--- config.mk ---
export PLATFORM = sky130hd
export DESIGN_NAME = dma_request_screening_flat
export DESIGN_NICKNAME = d
export VERILOG_FILES = /design/src/hdl/screen_pkg.sv /design/src/hdl/screen_if.sv /design/src/hdl/dma_request_screening.sv /design/src/flat_wrapper.sv
export SDC_FILE = /design/constraint.sdc
export NUM_CORES = 1
export LEC_CHECK = 0
export BUFFER_PORTS_ARGS = -buffer_cell sky130_fd_sc_hd__clkbuf_2
export CAP_MARGIN = 40
export CORE_MARGIN = 10
export CORE_UTILIZATION = 53
export CTS_CLUSTER_DIAMETER = 60
export CTS_CLUSTER_SIZE = 24
export DETAILED_ROUTE_END_ITERATION = 6
export PLACE_DENSITY = 0.82
export SYNTH_ARGS = -nofsm -noshare
export SYNTH_HDL_FRONTEND = slang
export SYNTH_SLANG_ARGS = --single-unit
export TNS_END_PERCENT = 5
--- constraint.sdc ---
create_clock -name clk -period 4.3 [get_ports clk]
set_input_delay 0.215 -clock clk [delete_from_list [all_inputs] [get_ports clk]]
set_output_delay 0.215 -clock clk [all_outputs]
set_load 0.01 [all_outputs]
--- src/hdl/screen_pkg.sv ---
// Purpose: Shared types and constants for the DMA request screening link
// Assumes: 64-bit addresses, lengths counted in doublewords (1..1024)
// Notes: Interrupt window is the 1 MB region whose address bits 63:20 match INTR_WIN
package screen_pkg;
  localparam int ADDR_W = 64;
  localparam int LEN_W = 11;
  localparam int SRC_W = 16;
  localparam int PASID_W = 20;
  localparam int CODE_W = 8;
  localparam int FUNC_W = 8;
  localparam int BE_W = 4;
  localparam int PAGE_SHIFT = 12;
  localparam int WIN_SHIFT = 20;
  localparam logic [LEN_W-1:0] DW_PER_PAGE = 11'h400;
  localparam logic [LEN_W-1:0] LEN_ONE = 11'h001;
  localparam logic [LEN_W-1:0] LEN_ZERO = 11'h000;
  localparam logic [ADDR_W-WIN_SHIFT-1:0] INTR_WIN = 44'h000_0000_0FEE;
  localparam logic [BE_W-1:0] BE_NONE = 4'h0;
  localparam logic [BE_W-1:0] BE_ALL = 4'hF;
  localparam logic [7:0] DEVFN_ZERO = 8'h00;
  localparam logic TINY_READ_CAP = 1'b1;

  // Condition codes reported with a blocked request
  localparam logic [CODE_W-1:0] CODE_NONE = 8'h00;
  localparam logic [CODE_W-1:0] CODE_INTR_WIN = 8'h01;
  localparam logic [CODE_W-1:0] CODE_PT_WIN = 8'h02;
  localparam logic [CODE_W-1:0] CODE_FS_WIN = 8'h04;
  localparam logic [CODE_W-1:0] CODE_SS_WIN = 8'h08;
  localparam logic [CODE_W-1:0] CODE_UR = 8'h10;

  typedef enum logic [1:0] {
    AT_UNTRANS = 2'h0,
    AT_XREQ = 2'h1,
    AT_TRANS = 2'h2
  } at_t;

  typedef enum logic [1:0] {
    K_READ = 2'h0,
    K_WRITE = 2'h1,
    K_ATOMIC = 2'h2
  } kind_t;

  typedef enum logic [1:0] {
    DISP_FWD = 2'h0,
    DISP_INTR = 2'h1,
    DISP_DONE = 2'h2,
    DISP_BLOCK = 2'h3
  } disp_t;

  typedef enum logic [1:0] {
    SRC_NATIVE = 2'h0,
    SRC_BRIDGE_OWN = 2'h1,
    SRC_CONV = 2'h2
  } src_mode_t;

  // Doublewords left before the next 4 KB boundary, capped at the request length
  function automatic logic [LEN_W-1:0] page_piece(input logic [ADDR_W-1:0] a, input logic [LEN_W-1:0] n);
    logic [LEN_W-1:0] room;
    room = DW_PER_PAGE - {1'b0, a[PAGE_SHIFT-1:2]};
    return (n > room) ? room : n;
  endfunction

  function automatic logic in_intr_win(input logic [ADDR_W-1:0] a);
    return a[ADDR_W-1:WIN_SHIFT] == INTR_WIN;
  endfunction
endpackage

--- src/hdl/screen_if.sv ---
// Purpose: Link between a DMA requester and the screening stage
// Assumes: Both ends share clk and rstn
// Notes: Valid/ready on both the request and the disposition channel
`timescale 1ns/10ps
interface screen_if;
  import screen_pkg::*;
  logic req_valid;
  logic req_ready;
  at_t req_at;
  kind_t req_kind;
  logic [ADDR_W-1:0] req_addr;
  logic [LEN_W-1:0] req_len;
  logic [BE_W-1:0] req_first_be;
  logic req_pasid_en;
  logic [PASID_W-1:0] req_pasid;
  logic [SRC_W-1:0] req_src;
  logic rsp_valid;
  logic rsp_ready;
  disp_t rsp_disp;
  logic [CODE_W-1:0] rsp_code;
  logic [ADDR_W-1:0] rsp_addr;
  logic [LEN_W-1:0] rsp_len;
  logic rsp_obf;
  logic [SRC_W-1:0] rsp_src;

  modport requester (
    output req_valid, req_at, req_kind, req_addr, req_len, req_first_be, req_pasid_en, req_pasid, req_src,
    output rsp_ready,
    input req_ready, rsp_valid, rsp_disp, rsp_code, rsp_addr, rsp_len, rsp_obf, rsp_src
  );

  modport screener (
    input req_valid, req_at, req_kind, req_addr, req_len, req_first_be, req_pasid_en, req_pasid, req_src,
    input rsp_ready,
    output req_ready, rsp_valid, rsp_disp, rsp_code, rsp_addr, rsp_len, rsp_obf, rsp_src
  );
endinterface

--- src/hdl/dma_request_screening.sv ---
// Purpose: Screens each DMA request and gives one disposition per page piece
// Assumes: Translation walk sits outside, reached over the xreq/xlat ports
// Notes: One request in flight; a new one is taken only once all pieces are answered
`timescale 1ns/10ps
module dma_request_screening (
  input wire logic clk,
  input wire logic rstn,
  screen_if.screener link,
  output logic tiny_read_flag,
  output logic xreq_valid,
  output screen_pkg::at_t xreq_at,
  output screen_pkg::kind_t xreq_kind,
  output logic [screen_pkg::ADDR_W-1:0] xreq_addr,
  output logic [screen_pkg::LEN_W-1:0] xreq_len,
  output logic xreq_pasid_en,
  output logic [screen_pkg::PASID_W-1:0] xreq_pasid,
  output logic [screen_pkg::SRC_W-1:0] xreq_src,
  input wire logic xlat_done,
  input wire logic [screen_pkg::ADDR_W-1:0] xlat_addr,
  input wire logic xlat_fault,
  input wire logic [screen_pkg::CODE_W-1:0] xlat_code,
  input wire logic xlat_read_only,
  input wire logic xlat_pass_through,
  input wire logic xlat_first_stage
);
  import screen_pkg::*;

  typedef enum logic [1:0] {
    S_IDLE = 2'b00,
    S_EVAL = 2'b01,
    S_XLAT = 2'b11,
    S_RESP = 2'b10
  } scr_state_t;

  typedef struct packed {
    scr_state_t st;
    at_t at;
    kind_t kind;
    logic [ADDR_W-1:0] addr;
    logic [LEN_W-1:0] remain;
    logic [LEN_W-1:0] piece;
    logic [BE_W-1:0] fbe;
    logic pasid_en;
    logic [PASID_W-1:0] pasid;
    logic [SRC_W-1:0] src;
    disp_t disp;
    logic [CODE_W-1:0] code;
    logic [ADDR_W-1:0] out_addr;
    logic obf;
    logic tiny;
  } scr_t;

  scr_t s_q;
  scr_t s_d;
  logic [LEN_W-1:0] rem_next;
  logic win;
  // Decodes for the judging states: xlat_win for S_XLAT, the piece classes for S_EVAL
  logic xlat_win;
  logic tiny_now;
  logic one_write;

  // Capability is fixed: the permissive tiny-read handling below is always built
  assign tiny_read_flag = TINY_READ_CAP;

  // Handshakes straight from state, data from the registered request
  assign link.req_ready = (s_q.st == S_IDLE);
  assign link.rsp_valid = (s_q.st == S_RESP);
  assign link.rsp_disp = s_q.disp;
  assign link.rsp_code = s_q.code;
  assign link.rsp_addr = s_q.out_addr;
  assign link.rsp_len = s_q.piece;
  assign link.rsp_obf = s_q.obf;
  assign link.rsp_src = s_q.src;

  // Walk request, held steady until xlat_done
  assign xreq_valid = (s_q.st == S_XLAT);
  assign xreq_at = s_q.at;
  assign xreq_kind = s_q.kind;
  assign xreq_addr = s_q.addr;
  assign xreq_len = s_q.piece;
  assign xreq_pasid_en = s_q.pasid_en;
  assign xreq_pasid = s_q.pasid;
  assign xreq_src = s_q.src;

  // Length left after this piece, and window hits of the input and the walked address
  assign rem_next = s_q.remain - s_q.piece;
  assign win = in_intr_win(s_q.addr);
  assign xlat_win = in_intr_win(xlat_addr);

  // Classes of the piece being judged; later pieces carry BE_ALL, so only a first piece can be tiny
  assign tiny_now = (s_q.kind == K_READ) && (s_q.remain == LEN_ONE) && (s_q.fbe == BE_NONE);
  assign one_write = (s_q.kind == K_WRITE) && (s_q.remain == LEN_ONE);

  // Next-state logic for the whole screening stage
  always_comb begin
    s_d = s_q;
    unique case (s_q.st)
      S_IDLE: begin
        // The state register is the only buffer, so a request is taken only while idle
        if (link.req_valid) begin
          s_d.at = link.req_at;
          s_d.kind = link.req_kind;
          s_d.addr = link.req_addr;
          s_d.remain = link.req_len;
          s_d.fbe = link.req_first_be;
          s_d.pasid_en = link.req_pasid_en;
          s_d.pasid = link.req_pasid;
          s_d.src = link.req_src;
          s_d.st = S_EVAL;
        end
      end
      S_EVAL: begin
        // Each piece stays inside one page and is judged on its own
        s_d.piece = page_piece(s_q.addr, s_q.remain);
        s_d.tiny = tiny_now;
        s_d.obf = 1'b0;
        s_d.code = CODE_NONE;
        s_d.out_addr = s_q.addr;
        s_d.disp = DISP_FWD;
        s_d.st = S_RESP;
        if (s_q.at == AT_TRANS) begin
          // Already translated: pass on, unless it lands in the window
          if (win) begin
            s_d.disp = DISP_BLOCK;
            s_d.code = CODE_UR;
          end
        end else if (!s_q.pasid_en && win) begin
          // Non-PASID window requests never reach the walk
          if (one_write) begin
            s_d.disp = DISP_INTR;
          end else if (tiny_now) begin
            s_d.disp = DISP_DONE;
            s_d.obf = 1'b1;
          end else begin
            s_d.disp = DISP_BLOCK;
            s_d.code = CODE_INTR_WIN;
          end
        end else begin
          // PASID window requests walk the tables like any other
          s_d.st = S_XLAT;
        end
      end
      S_XLAT: begin
        // Walk results count only in the cycle in which xlat_done is high
        if (xlat_done) begin
          s_d.out_addr = xlat_addr;
          s_d.st = S_RESP;
          if (xlat_fault) begin
            // Missing read permission alone does not fault a tiny read
            if (TINY_READ_CAP && s_q.tiny && xlat_read_only) begin
              s_d.disp = DISP_DONE;
              s_d.obf = 1'b1;
            end else begin
              s_d.disp = DISP_BLOCK;
              s_d.code = xlat_code;
            end
          end else if (s_q.pasid_en && xlat_pass_through && win) begin
            // Pass-through would hand a window address on untranslated
            s_d.disp = DISP_BLOCK;
            s_d.code = CODE_PT_WIN;
          end else if (s_q.at != AT_TRANS && xlat_win) begin
            s_d.disp = DISP_BLOCK;
            s_d.code = xlat_first_stage ? CODE_FS_WIN : CODE_SS_WIN;
          end else begin
            // Tiny reads that translate go on with every byte enable off
            s_d.disp = DISP_FWD;
          end
        end
      end
      S_RESP: begin
        // Piece accepted: step past it, the address moving by the piece in bytes
        if (link.rsp_ready) begin
          s_d.remain = rem_next;
          s_d.addr = s_q.addr + {{(ADDR_W-LEN_W-2){1'b0}}, s_q.piece, 2'b00};
          s_d.fbe = BE_ALL;
          s_d.st = (rem_next == LEN_ZERO) ? S_IDLE : S_EVAL;
        end
      end
    endcase
  end

  // Single state register; reset gives an idle stage with nothing pending
  always_ff @(posedge clk or negedge rstn) begin
    if (!rstn) begin
      s_q <= '0;
    end else begin
      s_q <= s_d;
    end
  end
endmodule

--- src/flat_wrapper.sv ---
// flat-port wrapper written by rule: the top's interface ports become plain ports
module dma_request_screening_flat import screen_pkg::*;
  (clk, rstn, tiny_read_flag, xreq_valid, xreq_at, xreq_kind, xreq_addr, xreq_len, xreq_pasid_en, xreq_pasid, xreq_src, xlat_done, xlat_addr, xlat_fault, xlat_code, xlat_read_only, xlat_pass_through, xlat_first_stage, link_req_valid, link_req_at, link_req_kind, link_req_addr, link_req_len, link_req_first_be, link_req_pasid_en, link_req_pasid, link_req_src, link_rsp_ready, link_req_ready, link_rsp_valid, link_rsp_disp, link_rsp_code, link_rsp_addr, link_rsp_len, link_rsp_obf, link_rsp_src);
  screen_if link_i ();
  input wire logic clk;
  input wire logic rstn;
  output logic tiny_read_flag;
  output logic xreq_valid;
  output screen_pkg::at_t xreq_at;
  output screen_pkg::kind_t xreq_kind;
  output logic [screen_pkg::ADDR_W-1:0] xreq_addr;
  output logic [screen_pkg::LEN_W-1:0] xreq_len;
  output logic xreq_pasid_en;
  output logic [screen_pkg::PASID_W-1:0] xreq_pasid;
  output logic [screen_pkg::SRC_W-1:0] xreq_src;
  input wire logic xlat_done;
  input wire logic [screen_pkg::ADDR_W-1:0] xlat_addr;
  input wire logic xlat_fault;
  input wire logic [screen_pkg::CODE_W-1:0] xlat_code;
  input wire logic xlat_read_only;
  input wire logic xlat_pass_through;
  input wire logic xlat_first_stage;
  input wire logic [$bits(link_i.req_valid)-1:0] link_req_valid;
  input wire logic [$bits(link_i.req_at)-1:0] link_req_at;
  input wire logic [$bits(link_i.req_kind)-1:0] link_req_kind;
  input wire logic [$bits(link_i.req_addr)-1:0] link_req_addr;
  input wire logic [$bits(link_i.req_len)-1:0] link_req_len;
  input wire logic [$bits(link_i.req_first_be)-1:0] link_req_first_be;
  input wire logic [$bits(link_i.req_pasid_en)-1:0] link_req_pasid_en;
  input wire logic [$bits(link_i.req_pasid)-1:0] link_req_pasid;
  input wire logic [$bits(link_i.req_src)-1:0] link_req_src;
  input wire logic [$bits(link_i.rsp_ready)-1:0] link_rsp_ready;
  output wire logic [$bits(link_i.req_ready)-1:0] link_req_ready;
  output wire logic [$bits(link_i.rsp_valid)-1:0] link_rsp_valid;
  output wire logic [$bits(link_i.rsp_disp)-1:0] link_rsp_disp;
  output wire logic [$bits(link_i.rsp_code)-1:0] link_rsp_code;
  output wire logic [$bits(link_i.rsp_addr)-1:0] link_rsp_addr;
  output wire logic [$bits(link_i.rsp_len)-1:0] link_rsp_len;
  output wire logic [$bits(link_i.rsp_obf)-1:0] link_rsp_obf;
  output wire logic [$bits(link_i.rsp_src)-1:0] link_rsp_src;
  assign link_i.req_valid = link_req_valid;
  assign link_i.req_at = link_req_at;
  assign link_i.req_kind = link_req_kind;
  assign link_i.req_addr = link_req_addr;
  assign link_i.req_len = link_req_len;
  assign link_i.req_first_be = link_req_first_be;
  assign link_i.req_pasid_en = link_req_pasid_en;
  assign link_i.req_pasid = link_req_pasid;
  assign link_i.req_src = link_req_src;
  assign link_i.rsp_ready = link_rsp_ready;
  assign link_req_ready = link_i.req_ready;
  assign link_rsp_valid = link_i.rsp_valid;
  assign link_rsp_disp = link_i.rsp_disp;
  assign link_rsp_code = link_i.rsp_code;
  assign link_rsp_addr = link_i.rsp_addr;
  assign link_rsp_len = link_i.rsp_len;
  assign link_rsp_obf = link_i.rsp_obf;
  assign link_rsp_src = link_i.rsp_src;
  dma_request_screening u_core (.clk(clk), .rstn(rstn), .link(link_i), .tiny_read_flag(tiny_read_flag), .xreq_valid(xreq_valid), .xreq_at(xreq_at), .xreq_kind(xreq_kind), .xreq_addr(xreq_addr), .xreq_len(xreq_len), .xreq_pasid_en(xreq_pasid_en), .xreq_pasid(xreq_pasid), .xreq_src(xreq_src), .xlat_done(xlat_done), .xlat_addr(xlat_addr), .xlat_fault(xlat_fault), .xlat_code(xlat_code), .xlat_read_only(xlat_read_only), .xlat_pass_through(xlat_pass_through), .xlat_first_stage(xlat_first_stage));
endmodule
==> flow_metrics.env, run 1 <==
export IMPL_status="finished with violations"
export IMPL_violations="hold timing"
export IMPL_ys_seq_area_frac=0.3787
export IMPL_hold_class="primary input to flop"
export IMPL_finalPower_mw=13.95
export IMPL_ant_nets=0
export IMPL_fillers=2120
export IMPL_area_delta_synth_final_pct=20.40
export IMPL_rsz0062_at_grt="false"
export IMPL_synth_top_area_share=0.3787
export IMPL_yosysTopAreaCell="dfrtp_1"
export IMPL_grt_pass1_vias=13310
export IMPL_yosysWarnings=0
export IMPL_synth_area_um2=13810
export IMPL_crit_arrival_ns=3.76
export IMPL_synth_most_common_cell="nand2_1"
export IMPL_hold_buffers=107
export IMPL_max_freq_ghz=0.2960
export IMPL_io_pins=423
export IMPL_dp_hpwl_mm=36.17
export IMPL_clk_latency_ns=0.53
export IMPL_grt_start_max_net_pins=118
export IMPL_clockBufferDepth=3
export IMPL_die_area_um2=32910
export IMPL_slew_headroom=0.3955
export IMPL_drtPass1Iterations=5
export IMPL_grt_remaining_overflow=0
export IMPL_drc=0
export IMPL_path_max_fanout=5
export IMPL_cts_max_level=1
export IMPL_synth_edff_count=0
export IMPL_async_flop_share=1.000
export IMPL_numCtsBuffers=24
export IMPL_ir_worst_vdd_mv=0.5420
export IMPL_post_route_period_util=0.7856
export IMPL_start_util=0.5345
export IMPL_fin_ws_ns=0.9221
export IMPL_synthFlopType="dfrtp_1"
export IMPL_multi_input_area_um2=6477
export IMPL_cts_tree="built"
export IMPL_drt_wirelength_per_cell_um=22.06
export IMPL_r2r_cells=9
export IMPL_cts_resized=0
export IMPL_drv_cap=0
export IMPL_gp_congestion=0.9698
export IMPL_register_area_um2=5230
export IMPL_clk_pin_slew_ns=0.07
export IMPL_ys_top_cells_by_area="dfrtp_1, buf_4, nand2_1"
export IMPL_antenna_found_initial=2
export IMPL_worstPathRequired_ns=4.68
export IMPL_clock_sinks=209
export IMPL_coreArea_um2=25840
export IMPL_drt_wl_total_mm=49.79
export IMPL_finalSetupViolCount=0
export IMPL_die_y_um=181.4
export IMPL_crit_path_end_kind="flop"
export IMPL_layout_nets=2136
export IMPL_postCtsSetupRepairBufs=0
export IMPL_grt_usage=0.2878
export IMPL_ys_seq_elements=209
export IMPL_synthTopCellsByCount="nand2_1, buf_4, dfrtp_1"
export IMPL_syn_num_nets=1870
export IMPL_powerDensity_nw_per_um2=838.9
export IMPL_setup_worst_path_start_class="flop"
export IMPL_routed_via_density=5.898
export IMPL_tightest_slew_ns=0.9067
export IMPL_finalHoldWorstSlack_ns=-0.005221
export IMPL_tns_ns=0
export IMPL_vias=13310
export IMPL_critPathKind="flop to flop"
export IMPL_slew_viol_final=0
export IMPL_total_leakage_power_nw=8.274
export IMPL_whs_path_depth=3
export IMPL_die_w_um=181.4
export IMPL_finalHoldViolations=1
export IMPL_rows=59
export IMPL_synth_cell_types=78
export IMPL_clockRootBuffer="clkbuf_16"
export IMPL_grt_pass1_wl_mm=76.82
export IMPL_numPortBuffers=421
export IMPL_synth_cells=1634
export IMPL_layout_drive_gt1_share=0.2732
export IMPL_final_setup_skew_ns=0.02216
export IMPL_dp_slack_ns=1.007
export IMPL_drt_iter0_markers=1423
export IMPL_fin_crit_ns=3.378
export IMPL_syn_area_per_cell_um2=8.451
==> per-layer routing <==
layer,vias to the layer above,track usage,share of wire
met5,-,0,0
met4,0,0.1022,0.035
met3,118,0.06024,0.082
met2,689,0.4983,0.50
met1,6421,0.3466,0.39
li1,6084,-,-
==> cells in the final DEF, fill, tap and decap left out, types with 7 or more instances in the layout <==
cell,synthesis,routed
nand2_1,287,284
nand4_1,25,25
buf_4,220,21
or2_2,7,7
o31ai_1,8,7
dfrtp_1,209,209
xnor2_1,11,11
mux2i_1,73,73
xor2_1,11,11
a21oi_1,67,66
o21a_1,12,12
a31oi_1,20,20
a221o_1,13,13
o22a_1,9,9
clkbuf_2,3,420
and3_1,34,34
a211oi_1,7,7
nor4_1,33,33
o211ai_1,8,8
nand3b_1,8,8
inv_1,35,35
nand3_1,57,57
clkbuf_16,0,25
o21ai_0,116,116
a22oi_1,7,7
ha_1,33,33
nor3_1,37,37
or3_1,9,9
nor2_1,70,69
dlygate4sd3_1,0,107
==> logic make-up after synthesis <==
group	Yosys count	synth area share
mux	77	0.05617
simple gates	609	0.2099
compound gates	331	0.1524
flops	209	0.3787
other cells	1	0.0002716
fa+ha+maj	35	0.03280
buf+inv	350	0.1557
xor+xnor	22	0.01395
==> critical path: stages, from the launching register on <==
cell and delay [ns]:
dfrtp_1 0.43, ha_1 0.25, fa_1 0.42, nor2b_1 0.23, o31a_1 0.17, xor2_1 0.09
or3b_2 0.49, or4b_2 0.65, nor4bb_1 0.38, o21ai_0 0.12
==> final timing paths <==
kind,startpoint,to,slack (ns)
worst max-delay path,u_core.link.rsp_len[0],u_core.s_q[207],0.92
min in group asynchronous,rstn,u_core.xreq_pasid[18],0.37
worst max register to register,u_core.link.rsp_len[0],u_core.s_q[207],0.92
worst min-delay path,link_req_addr[14],u_core.xreq_addr[14],-0.005
worst min register to register,u_core.link.rsp_addr[3],u_core.link.rsp_addr[3],0.48
max in group asynchronous,rstn,u_core.xreq_addr[13],2.87
==> final cells by class <==
cell class,count,area share
Clock inverter,18,0.01467
Sequential cell,209,0.3145
Multi-Input combinational cell,1075,0.3896
Inverter,35,0.007901
Timing Repair Buffer,555,0.2090
Clock buffer,26,0.03845
Tap cell,335,0.02521
Antenna cell,4,0.0006020
==> flip-flops by register name, indices dropped and copies added (netlist names) <==
name,flops
u_core.link.rsp_src,16
u_core.xreq_addr,64
u_core.link.rsp_len,11
u_core.xreq_kind,2
u_core.xreq_pasid_en,1
u_core.link.rsp_addr,64
u_core.link.rsp_disp,2
u_core.link.rsp_code,8
u_core.xreq_pasid,20
u_core.s_q,18
u_core.link.rsp_obf,1
u_core.xreq_at,2
==> power breakdown <==
group	total, mW	internal, mW	switching, mW
clock network	2.24	1.18	1.06
logic	7.53	3.02	4.51
registers	4.17	2.92	1.26
==> stage by stage <==
step	hold WS [ns]	area (um2)	util	std cells
3_3_place_gp	0.3724	14590	0.5648	2099
5_1_grt	0.01077	16620	0.6433	2255
3_5_place_dp	0.3834	14660	0.5675	2102
2_1_floorplan	-0.08059	13810	-	1634
4_1_cts	0.001657	16620	0.6431	2253
6_report	-0.005221	16630	0.6435	2257
Power figures use the tool's default switching activity.
==> inputs of run 2 (changes only) <==
--- a/config.mk
+++ b/config.mk
@@ -8,11 +8,11 @@
 export BUFFER_PORTS_ARGS = -buffer_cell sky130_fd_sc_hd__clkbuf_2
 export CAP_MARGIN = 40
 export CORE_MARGIN = 10
-export CORE_UTILIZATION = 53
+export CORE_UTILIZATION = 48
 export CTS_CLUSTER_DIAMETER = 60
 export CTS_CLUSTER_SIZE = 24
 export DETAILED_ROUTE_END_ITERATION = 6
-export PLACE_DENSITY = 0.82
+export PLACE_DENSITY = 0.78
 export SYNTH_ARGS = -nofsm -noshare
 export SYNTH_HDL_FRONTEND = slang
 export SYNTH_SLANG_ARGS = --single-unit
==> constraint.sdc (replaced) <==
create_clock -name clk -period 3 [get_ports clk]
set_input_delay 0.15 -clock clk [delete_from_list [all_inputs] [get_ports clk]]
set_output_delay 0.15 -clock clk [all_outputs]
set_load 0.01 [all_outputs]
==> flow_metrics.env, run 2 (synthesis gave the netlist of run 1 again) <==
export IMPL_status="finished with violations"
export IMPL_violations="setup timing"
export IMPL_gp_congestion=0.9416
export IMPL_tightest_slew_ns=0.7866
export IMPL_r2r_cells=13
export IMPL_ir_worst_vdd_mv=0.7113
export IMPL_layout_drive_gt1_share=0.3021
export IMPL_dp_hpwl_mm=38.07
export IMPL_max_freq_ghz=0.3318
export IMPL_clockRootBuffer="clkbuf_16"
export IMPL_die_y_um=189.6
export IMPL_grt_pass1_wl_mm=82.21
export IMPL_wl_met1_mm=20.04
export IMPL_drt_wl_total_mm=53.58
export IMPL_switching_share=0.4830
export IMPL_clk_latency_ns=0.54
export IMPL_cpLargestDelayFamily="compound AO/OA/AOI/OAI gates"
export IMPL_finalHoldViolations=0
export IMPL_mostFrequentLayoutCell="clkbuf_2"
export IMPL_wl_met2_mm=26.38
export IMPL_rows=62
export IMPL_coreArea_um2=28550
export IMPL_layout_nets=2290
export IMPL_routed_via_density=5.762
export IMPL_antenna_found_initial=2
export IMPL_r2r_slack_ns=-0.01
export IMPL_drt_wirelength_per_cell_um=21.79
export IMPL_cts_tree="built"
export IMPL_timing_rr_end="u_core.link.rsp_len[7]"
export IMPL_instances_no_fill=2459
export IMPL_fin_crit_ns=3.014
export IMPL_grt_start_max_net_pins=102
export IMPL_cts_max_level=1
export IMPL_p_int_mw=10.99
export IMPL_numPortBuffers=421
export IMPL_whs_path_depth=3
export IMPL_min_from="xlat_addr[55]"
export IMPL_crit_arrival_ns=3.42
export IMPL_hold_class="primary input to flop"
export IMPL_cpMaxStageDelayCell="dfrtp_1"
export IMPL_clock_sinks=209
export IMPL_mostFrequentLayoutCells="clkbuf_2, nand2_1, dfrtp_1"
export IMPL_critPathKind="flop to flop"
export IMPL_top_layer="met4"
export IMPL_p_sw_mw=10.27
export IMPL_crit_chain="nor4_4 > nand2_1 > nor3_2 > xor2_1 > ha_1 > a211oi_2 > nand2_2 > o221ai_2 > nor2_2 > o31ai_4 > buf_6 > nor3_1 > a221o_1"
export IMPL_post_route_period_util=1.005
export IMPL_path_max_fanout=7
export IMPL_io_pins=423
export IMPL_slew_headroom=0.4756
export IMPL_min_to="u_core.link.rsp_addr[55]"
export IMPL_seqPwrFrac=0.259
export IMPL_vias=14170
export IMPL_area_delta_synth_final_pct=30.94
export IMPL_clk_pin_slew_ns=0.08
export IMPL_grt_usage=0.2830
export IMPL_setup_worst_path_start_class="flop"
export IMPL_fin_ws_ns=-0.01402
export IMPL_met3_length_mm=4.995
export IMPL_powerDensity_nw_per_um2=1176
export IMPL_slew_viol_final=0
export IMPL_drv_cap=0
export IMPL_ant_nets=0
export IMPL_clockBufferDepth=3
export IMPL_drc=0
export IMPL_finalSetupViolCount=4
export IMPL_crit_path_end_kind="flop"
export IMPL_final_setup_skew_ns=0.02542
export IMPL_slowest_delay_ns=0.41
export IMPL_power_frac_comb=0.593
export IMPL_die_w_um=189.6
export IMPL_drtPass1Iterations=6
export IMPL_drt_iter0_markers=1422
export IMPL_start_util=0.4837
export IMPL_dpl_cell_count=2232
export IMPL_grt_remaining_overflow=0
export IMPL_numCtsBuffers=24
export IMPL_total_leakage_power_nw=8.965
export IMPL_clock_power_share=0.148
export IMPL_rsz0062_at_grt="true"
export IMPL_dp_slack_ns=-0.1334
export IMPL_grt_pass1_vias=14500
export IMPL_crit_buf_inv=1
export IMPL_worstPathRequired_ns=3.41
export IMPL_r2r_start="u_core.xreq_addr[7]"
export IMPL_die_area_um2=35950
==> run 2: cell count changes in the layout (fill, tap and decap cells not counted), sizes merged <==
cell / previous run / this run
buf: 28 / 113
dlygate4sd3: 107 / 176
clkinv: 6 / 9
inv: 46 / 43
clkbuf: 446 / 444
bufinv: 0 / 1
clkinvlp: 1 / 2
diode: 4 / 3
==> run 2: per-stage QoR <==
| step | total power, mW | hold WS (ns) | util | instance area, um2 | setup TNS, ns |
|---|---|---|---|---|---|
| 2_1_floorplan | 14.22 | -0.1456 | - | 13850 | 0 |
| 6_report | 21.26 | 0.02092 | 0.6334 | 18080 | -0.02284 |
| 5_1_grt | 22.67 | 0.01747 | 0.6332 | 18080 | -1.896 |
| 3_5_place_dp | 17.34 | 0.2612 | 0.5371 | 15330 | -0.9938 |
| 3_3_place_gp | 16.98 | 0.2623 | 0.5371 | 15330 | -0.1636 |
| 4_1_cts | 20.78 | 0.0008246 | 0.6298 | 17980 | -0.6274 |
==> run 2: worst register-to-register path: cells and delay by family (launching register included) <==
family / cells / cell delay (ns)
AOI/OAI and AO/OA: 4 / 0.99
DFF: 1 / 0.41
xor gates and xnor gates: 1 / 0.21
and+or+nand+nor: 6 / 0.80
buffers and inverters: 1 / 0.18
adders and majority gates: 1 / 0.30
==> run 2: worst max-delay path by stage <==
stage / cells after the start / startpoint / endpoint / slack (ns)
floorplan: 14 / u_core.xreq_addr[4] / u_core.link.rsp_len[1] / 0.02
global placement: 13 / u_core.xreq_addr[7] / u_core.link.rsp_len[4] / -0.04
detailed placement: 13 / u_core.xreq_addr[7] / u_core.link.rsp_len[4] / -0.13
CTS: 13 / u_core.xreq_addr[7] / u_core.link.rsp_len[7] / -0.09
global route: 13 / u_core.xreq_addr[7] / u_core.link.rsp_len[7] / -0.17
finish: 13 / u_core.xreq_addr[7] / u_core.link.rsp_len[7] / -0.01
==> run 2: layer usage <==
metal / vias to the layer above / global-route usage
met5: - / 0
met4: 0 / 0.1136
met3: 146 / 0.06335
met2: 849 / 0.4836
met1: 6771 / 0.3393
li1: 6402 / -
==> run 2: area by class of cell <==
| class | count | area [um2] |
|---|---|---|
| antenna | 3 | 7.507 |
| clock buffer | 24 | 600.6 |
| clock inverter | 20 | 269.0 |
| fill | 2339 | 10470 |
| inverter | 35 | 131.4 |
| multi-input combinational | 1075 | 6586 |
| sequential | 209 | 5230 |
| tap | 384 | 480.5 |
| timing repair buffer | 709 | 4777 |
==> run 2: power by group through the flow <==
stage               logic, mW  registers, mW  clock network [mW]
finish                   12.6           5.52                3.14
global route             13.7           5.67                3.32
CTS                      12.1           5.43                3.22
detailed placement       11.9           5.47                   0
global placement         11.6           5.40                   0
floorplan                9.03           5.18                   0
==> run 2: timing repair <==
action,CTS,global route
gates cloned,0,1
endpoints found under the hold margin,272,0
hold buffers,176,0
buffers inserted,0,3
pin swaps,1,4
gates resized for setup,5,16
endpoints found under the setup margin,11,40
